==> config.mk <==
export PLATFORM = sky130hd
export DESIGN_NAME = fsr_fault_status
export DESIGN_NICKNAME = d
export VERILOG_FILES = /design/src/shared/fsr_pkg.sv /design/src/hw/fsr_fault_status.sv /design/src/hw/fsr_hyst.sv /design/src/hw/fsr_watchdog.sv
export SDC_FILE = /design/constraint.sdc
export NUM_CORES = 1
export LEC_CHECK = 0
export BUFFER_PORTS_ARGS = -buffer_cell sky130_fd_sc_hd__buf_2
export CAP_MARGIN = 20
export CORE_AREA = 2 2 88 124
export CTS_BUF_LIST = sky130_fd_sc_hd__clkbuf_4 sky130_fd_sc_hd__clkbuf_8
export CTS_CLUSTER_DIAMETER = 100
export DETAILED_ROUTE_END_ITERATION = 10
export DIE_AREA = 0 0 90 126
export GPL_TIMING_DRIVEN = 0
export PLACE_DENSITY = 0.69
export SLEW_MARGIN = 5
export SYNTH_ARGS = -nofsm -noshare
export SYNTH_HDL_FRONTEND = slang
export SYNTH_SLANG_ARGS = --single-unit
==> constraint.sdc <==
create_clock -name clk -period 2.85 [get_ports clk]
set_clock_uncertainty 0.05 [all_clocks]
set_input_delay 0 -clock clk [delete_from_list [all_inputs] [get_ports clk]]
set_output_delay 0 -clock clk [all_outputs]
set_load 0.01 [all_outputs]
==> src/shared/fsr_pkg.sv <==
package fsr_pkg;

  // ----------------------------------------------------------------------
  // Fault status word layout, most significant field first
  // ----------------------------------------------------------------------
  typedef struct packed {
    logic       link_loss;              // Bit 15
    logic       packet_check_error_flag; // Bit 14
    logic       loop_current_high_flag; // Bit 13
    logic       loop_current_low_flag;  // Bit 12
    logic       overtemp;               // Bit 11
    logic       warm;                   // Bit 10
    logic       loop_voltage_low_flag;  // Bit 9
    logic       loop_voltage_warn_flag; // Bit 8
    logic [7:0] adc_value;              // Bits 7..0
  } fsr_status_t;

  // Analog comparator levels gathered together
  typedef struct packed {
    logic loop_current_over;
    logic loop_current_under;
    logic temp_above_140;
    logic temp_below_125;
    logic temp_above_100;
    logic temp_below_85;
    logic sense_below_0p3;
    logic sense_below_0p6;
  } fsr_comp_t;

  // ----------------------------------------------------------------------
  // Field positions, reset value and frame length
  // ----------------------------------------------------------------------
  localparam int             FSR_BIT_LINK_LOSS  = 15;
  localparam int             FSR_BIT_PKT_ERR    = 14;
  localparam int             FSR_BIT_I_HIGH     = 13;
  localparam int             FSR_BIT_I_LOW      = 12;
  localparam int             FSR_BIT_OVERTEMP   = 11;
  localparam int             FSR_BIT_WARM       = 10;
  localparam int             FSR_BIT_V_LOW      = 9;
  localparam int             FSR_BIT_V_WARN     = 8;
  localparam int             FSR_ADC_MSB        = 7;
  localparam logic [15:0]    FSR_STATUS_RESET   = 16'h0000;
  localparam logic [7:0]     FSR_ADC_RESET      = 8'h00;
  localparam logic [4:0]     FSR_FRAME_BITS     = 5'h10;
  localparam int             FSR_HYST_FLAGS     = 2;

endpackage
==> src/hw/fsr_fault_status.sv <==
`timescale 1ns/1ps

// Operation
// Word: link15, packet14, current high13, low12, temp11, warm10, volt9, warn8, ADC7..0.
// Register is read-only; host writes never change its flags or ADC field.
// Link idle longer than programmed timeout sets bit 15 and fault alert.
// Link loss forces alarm current only while control bit 10 is zero.
// Forced alarm direction follows the alarm polarity select pin.
// CRC error on an incoming frame sets bit 14 and fault alert.
// Loop current above programmed value sets bit 13 and fault alert.
// Loop current below programmed value sets bit 12 and fault alert.
// Overtemperature set above 140C, cleared below 125C, drives fault alert.
// Warm flag set above 100C, cleared below 85C, no fault alert.
// Loop sense below 0.3 V sets bit 9 and fault alert.
// Loop sense below 0.6 V sets bit 8, no fault alert.
// Low byte holds ADC result, voltage or temperature per control bit 8.
// Host scales voltage code by 2.5/256 V; code zero is 0 V.
// Host converts temperature code as 312 minus 1.559 times code.
// Word shifts out on serial output each write unless readback suppressed.
// Link loss always sets its flag and fault alert, whatever alarm setting.
module fsr_fault_status #(
  parameter int WD_W = 24
) (
  // Clock, reset, clock enable
  input  wire logic                 clk,
  input  wire logic                 rst,
  input  wire logic                 ce,
  // Control register bits
  input  wire logic                 alarm_force_disable,
  input  wire logic                 adc_select_temp,
  input  wire logic                 readback_suppress,
  input  wire logic                 watchdog_enable,
  input  wire logic [WD_W-1:0]      timeout_cycles,
  // Serial frame events
  input  wire logic                 frame_start,
  input  wire logic                 shift_tick,
  input  wire logic                 frame_valid,
  input  wire logic                 crc_error,
  // Analog side
  input  wire fsr_pkg::fsr_comp_t   comp,
  input  wire logic                 adc_done,
  input  wire logic [7:0]           adc_sense_code,
  input  wire logic [7:0]           adc_temp_code,
  input  wire logic                 alarm_dir_up,
  // Outputs
  output fsr_pkg::fsr_status_t      fault_status,
  output logic                      fault_alert,
  output logic                      alarm_force,
  output logic                      alarm_upscale,
  output logic                      sdo,
  output logic                      sdo_oe
);

  // ----------------------------------------------------------------------
  // Local state
  // ----------------------------------------------------------------------
  logic                 link_loss;
  logic                 pkt_err_r;
  logic                 i_high_r;
  logic                 i_low_r;
  logic                 v_low_r;
  logic                 v_warn_r;
  logic [7:0]           adc_r;
  logic [1:0]           hyst_flag;
  logic [1:0]           hyst_set;
  logic [1:0]           hyst_clr;
  logic [15:0]          shift_r;
  logic [4:0]           bits_left_r;
  fsr_pkg::fsr_status_t status_nxt;
  logic                 alert_nxt;

  // ----------------------------------------------------------------------
  // Link watchdog
  // ----------------------------------------------------------------------
  fsr_watchdog #(
    .CW             (WD_W)
  ) u_wd (
    .clk            (clk),
    .rst            (rst),
    .ce             (ce),
    .enable         (watchdog_enable),
    .timeout_cycles (timeout_cycles),
    .frame_valid    (frame_valid),
    .expired        (link_loss)
  );

  // ----------------------------------------------------------------------
  // Temperature flags with hysteresis: index 1 over, index 0 warm
  // ----------------------------------------------------------------------
  assign hyst_set = {comp.temp_above_140, comp.temp_above_100};
  assign hyst_clr = {comp.temp_below_125, comp.temp_below_85};

  genvar gi;
  generate
    for (gi = 0; gi < fsr_pkg::FSR_HYST_FLAGS; gi++)
    begin : g_hyst
      fsr_hyst u_hyst (
        .clk         (clk),
        .rst         (rst),
        .ce          (ce),
        .above_set   (hyst_set[gi]),
        .below_clear (hyst_clr[gi]),
        .flag        (hyst_flag[gi])
      );
    end
  endgenerate

  // ----------------------------------------------------------------------
  // Packet check flag: set by CRC error, cleared by a good frame
  // ----------------------------------------------------------------------
  always_ff @(posedge clk or posedge rst)
  begin
    if (rst)
      pkt_err_r <= 1'b0;
    else if (ce)
    begin
      if (crc_error)
        pkt_err_r <= 1'b1;         // Set wins over clear
      else if (frame_valid)
        pkt_err_r <= 1'b0;
    end
  end

  // ----------------------------------------------------------------------
  // Loop current and loop sense comparator flags
  // ----------------------------------------------------------------------
  always_ff @(posedge clk or posedge rst)
  begin
    if (rst)
    begin
      i_high_r <= 1'b0;
      i_low_r  <= 1'b0;
      v_low_r  <= 1'b0;
      v_warn_r <= 1'b0;
    end
    else if (ce)
    begin
      i_high_r <= comp.loop_current_over;
      i_low_r  <= comp.loop_current_under;
      v_low_r  <= comp.sense_below_0p3;
      v_warn_r <= comp.sense_below_0p6;
    end
  end

  // ----------------------------------------------------------------------
  // ADC result capture, source chosen by control bit
  // ----------------------------------------------------------------------
  always_ff @(posedge clk or posedge rst)
  begin
    if (rst)
      adc_r <= fsr_pkg::FSR_ADC_RESET;
    else if (ce && adc_done)
      adc_r <= adc_select_temp ? adc_temp_code : adc_sense_code;
  end

  // ----------------------------------------------------------------------
  // Status word and alert assembly
  // ----------------------------------------------------------------------
  always_comb
  begin
    status_nxt.link_loss               = link_loss;
    status_nxt.packet_check_error_flag = pkt_err_r;
    status_nxt.loop_current_high_flag  = i_high_r;
    status_nxt.loop_current_low_flag   = i_low_r;
    status_nxt.overtemp                = hyst_flag[1];
    status_nxt.warm                    = hyst_flag[0];
    status_nxt.loop_voltage_low_flag   = v_low_r;
    status_nxt.loop_voltage_warn_flag  = v_warn_r;
    status_nxt.adc_value               = adc_r;
    // Warm and warn flags are left out of the alert
    alert_nxt = link_loss | pkt_err_r | i_high_r | i_low_r
              | hyst_flag[1] | v_low_r;
  end

  // ----------------------------------------------------------------------
  // Read-only register: only hardware state loads it, no write port
  // ----------------------------------------------------------------------
  always_ff @(posedge clk or posedge rst)
  begin
    if (rst)
    begin
      fault_status <= fsr_pkg::FSR_STATUS_RESET;
      fault_alert  <= 1'b0;
    end
    else if (ce)
    begin
      fault_status <= status_nxt;
      fault_alert  <= alert_nxt;
    end
  end

  // ----------------------------------------------------------------------
  // Alarm current control
  // ----------------------------------------------------------------------
  always_ff @(posedge clk or posedge rst)
  begin
    if (rst)
    begin
      alarm_force   <= 1'b0;
      alarm_upscale <= 1'b0;
    end
    else if (ce)
    begin
      alarm_force   <= link_loss & ~alarm_force_disable;
      alarm_upscale <= link_loss & ~alarm_force_disable & alarm_dir_up;
    end
  end

  // ----------------------------------------------------------------------
  // Readback shifter: word loaded at frame start, MSB first
  // ----------------------------------------------------------------------
  always_ff @(posedge clk or posedge rst)
  begin
    if (rst)
    begin
      shift_r     <= fsr_pkg::FSR_STATUS_RESET;
      bits_left_r <= '0;
    end
    else if (ce)
    begin
      if (frame_start && !readback_suppress)
      begin
        shift_r     <= fault_status;
        bits_left_r <= fsr_pkg::FSR_FRAME_BITS;
      end
      else if (frame_start)
        bits_left_r <= '0;
      else if (shift_tick && bits_left_r != 5'h00)
      begin
        shift_r     <= {shift_r[14:0], 1'b0};
        bits_left_r <= bits_left_r - 5'h01;
      end
    end
  end

  assign sdo    = shift_r[15];
  assign sdo_oe = (bits_left_r != 5'h00);
endmodule

==> src/hw/fsr_hyst.sv <==
`timescale 1ns/1ps

// Flag with separate set and clear thresholds
module fsr_hyst (
  // Clock and reset
  input  wire logic clk,
  input  wire logic rst,
  input  wire logic ce,
  // Comparator levels
  input  wire logic above_set,
  input  wire logic below_clear,
  // Flag
  output logic      flag
);

  // ----------------------------------------------------------------------
  // Set above the upper threshold, clear only below the lower one
  // ----------------------------------------------------------------------
  always_ff @(posedge clk or posedge rst)
  begin
    if (rst)
      flag <= 1'b0;
    else if (ce)
    begin
      if (above_set)
        flag <= 1'b1;
      else if (below_clear)
        flag <= 1'b0;
    end
  end

endmodule

==> src/hw/fsr_watchdog.sv <==
`timescale 1ns/1ps

// Link watchdog: counts idle cycles since the last valid frame
module fsr_watchdog #(
  parameter int CW = 24
) (
  // Clock and reset
  input  wire logic          clk,
  input  wire logic          rst,
  input  wire logic          ce,
  // Control
  input  wire logic          enable,
  input  wire logic [CW-1:0] timeout_cycles,
  input  wire logic          frame_valid,
  // Status
  output logic               expired
);

  logic [CW-1:0] count_r;

  // ----------------------------------------------------------------------
  // Idle counter, restarted by every valid frame
  // ----------------------------------------------------------------------
  always_ff @(posedge clk or posedge rst)
  begin
    if (rst)
    begin
      count_r <= '0;
      expired <= 1'b0;
    end
    else if (ce)
    begin
      if (!enable || frame_valid)
      begin
        count_r <= '0;
        expired <= 1'b0;
      end
      else if (count_r > timeout_cycles)
        expired <= 1'b1; // Idle strictly longer than the timeout
      else
        count_r <= count_r + CW'(1);
    end
  end

endmodule

==> results.txt <==
worst skew pair latency: 350 ps
Sink Count: 80
FF-to-FF Start: u_wd.count_r[13]
Ports: 82
Clk pwr share: 0.292
Synth async-reset ratio: 1.000
Post-Syn Nets: 556
Flop pwr share: 0.495
CP startpoint kind: flip-flop
DRT iter0 DRCs: 208
die area: 0.01134 sq mm
CTS Buf Count: 9
Yosys top cell by area: dfrtp_1
Final Hold Fails: 0
Slew Viols, Final: 0
Setup-failing EPs final: 14
worst path arrival time: 3170 ps
Yosys cell types: 49
wire per inst: 15.91 microns
Clk pin slew, worst setup/hold paths: 90 ps
final worst path period need: 2930 ps
gr ovfl total: 0
# Max-Cap Violations: 0
Total GRT Usage: 0.2145
post-route design area: 0.005906 sq mm
HP Start: alarm_force_disable
critical path type: reg -> reg
Vias: 4086
Setup TNS: -638.3 ps
Crit Path Max Fanout: 5
CP required: 3090 ps
Yosys warning total: 0
Rel. slew slack: 0.4784
Hold WC Path Type: in -> reg
PD cells: 495.7 mW/mm^2
Seq/Total Area, Yosys: 0.4431
n_diodes: 0
top-count cell post-synth: dfrtp_1
DR vias/cell: 5.463
fill cell count: 905
Placement Cell Area: 0.005121 sq mm
top cells by count, synth: dfrtp_1 (80), a21oi_1 (41), nand2_1 (40)
Initial Util: 0.4412
Top FF cell, synth: dfrtp_1
Die H: 126 microns
gpl congestion: 0.8441
TritonCTS clock tree: done
Min Hold Slack: 13.17 ps
share of the synthesized area in the top cell type: 0.4431
final WL: 11.90 mm
number of global-route vias before repair: 4180
final period utilization: 1.028
Synth Area per Inst: 9.654 sq um
DR DRC count: 0
top post-synthesis cells by area: dfrtp_1 (44%), ha_1 (7.5%), mux2i_1 (5.8%)
Sw Pwr: 0.0008815 W
Post-Syn Instances: 468
deepest clock path buffer count: 2
count of TritonRoute iterations in the first routing pass: 4
Tot Pwr: 0.002927 W
P_int: 0.002046 W
largest net degree at the start of global routing: 67
hpwl dp: 8.272 mm
EDFF count, synth: 0
Nets: 693
Synth-to-Final Area Change: 30.71%
status: finished, violations left
first-pass GRT wire length: 19.95 mm
initial antenna violation count: 0
Placement Rows: 44
synthesized area: 0.004518 sq mm
worst setup path startpoint: u_wd.count_r[13]
leakage: 2.829 nW
core area: 0.01024 sq mm
DIE WIDTH: 90 microns
failing checks: setup timing
setup slack after layout: -80.11 ps
Worst Max-Slew Pin Slew: 782.4 ps
IO buf count: 80
#FFs+latches synth: 80
ANT nets after route: 0
Root Driver: clkbuf_8
Net Sw Frac: 0.3011
RSZ-0062 raised after global routing: true
H-Tree Depth: 3
CP Capture Type: flip-flop
layout cells sized above 1: 0.2656
FMAX: 341.3 MHz
Logic pwr share: 0.213
VDD IR-drop max: 0.2218 mV
[area by class of cell]
class | instances | area, sq um | area share
plain buffers | 21 | 97.59 | 0.01653
clock buffers | 10 | 131.4 | 0.02225
clock inverters | 6 | 68.82 | 0.01165
inverters | 38 | 145.1 | 0.02458
multi-input cells | 330 | 2406 | 0.4074
repair buffers | 125 | 875.8 | 0.1483
well taps | 138 | 172.7 | 0.02924
flip-flops and latches | 80 | 2008 | 0.3400
[cell families (layout without fill, tap and decap cells)]
| logic type | after synthesis | in the layout | share of synthesized area |
|---|---|---|---|
| compound gates | 103 | 104 | 0.1484 |
| buf+inv | 59 | 200 | 0.05096 |
| fa+ha+maj | 27 | 27 | 0.07477 |
| simple gates | 151 | 151 | 0.1703 |
| flops | 80 | 80 | 0.4431 |
| mux | 48 | 48 | 0.1124 |
[sequential cells by signal, indices dropped and copies added, names as in the netlist, 2 cells and up]
signal	cells
shift_r	16
fault_status	16
bits_left_r	5
adc_r	8
u_wd.count_r	24
g_hyst.u_hyst.flag	2
[final timing paths]
check / to / slack [ps] / depth (start not counted)
worst max-delay path: u_wd.count_r[12] / -80 / 8
worst min-delay path: alarm_force / 10 / 3
worst max register to register: u_wd.count_r[12] / -80 / 8
worst min register to register: fault_status[6] / 460 / 1
max in group asynchronous: u_wd.count_r[14] / 2050 / 4
min in group asynchronous: adc_r[2] / 90 / 3
[routing by layer]
metal	wire (microns)	part of all wire	vias to the layer above	track usage
met5	0	0	-	0
met4	326	0.027	0	0.07964
met3	365	0.031	24	0.03050
met2	6616	0.56	102	0.4060
met1	4594	0.39	1997	0.2427
li1	-	-	1963	-
[power by group through the flow]
stage | logic, W | registers, W | clock network, W
after floorplan | 0.000377 | 0.00145 | 0
after global placement | 0.000554 | 0.00146 | 0
after detailed placement | 0.000583 | 0.00147 | 0
after CTS | 0.000625 | 0.00145 | 0.000870
after global routing | 0.000709 | 0.00148 | 0.000927
final | 0.000624 | 0.00145 | 0.000854
[metrics by stage]
step           utilization  std cells  worst slack [ps]
2_1_floorplan            -        468             24.82
3_3_place_gp        0.4972        686            -307.7
3_5_place_dp        0.5001        687            -345.5
4_1_cts             0.5681        745            -21.18
5_1_grt             0.5767        748            -120.8
6_report            0.5767        748            -80.11
[layout by cell type, fill, tap and decap left out, drive strengths merged, types with 2 or more instances in the layout]
cell type    synthesis  routed
nand3               16      16
nor4                 5       5
clkbuf              17      27
a31oi                4       4
a22o                 4       4
o21ai               14      14
buf                  4      98
a21oi               42      42
and4bb               2       2
a21o                 5       5
o211ai              13      13
nor2b                4       4
nor3                 8       8
nand2b               5       5
nand4                9       9
and3                 2       2
or2                  2       2
clkinv               0       3
dlygate4sd3          0      31
a211oi               3       3
inv                 38      39
ha                  27      27
mux2                22      22
dfrtp               80      80
nor2                37      37
mux2i               26      26
nand3b               2       2
a211o                4       4
and2                 6       6
a41oi                1       2
a22oi                3       3
or4                 10      10
a41o                 2       2
nand2               40      40
[worst max-delay path: stages (launching register included)]
cell and delay, ps:
dfrtp_2 450, ha_4 280, nand4_1 120, or4_4 580, or4_4 480, nor3_4 220, a41oi_2 110, or4_1 470
nand3_1 100
[what timing repair did]
| item | in CTS | in global routing |
|---|---|---|
| endpoints found under the setup margin | 24 | 19 |
| hold buffers | 31 | 0 |
| pin swaps | 10 | 10 |
| endpoints found under the hold margin | 99 | 0 |
| gates cloned | 2 | 1 |
| setup buffers | 9 | 2 |
| resized for setup | 13 | 13 |
No activity file was read; power rests on OpenSTA's default activity.
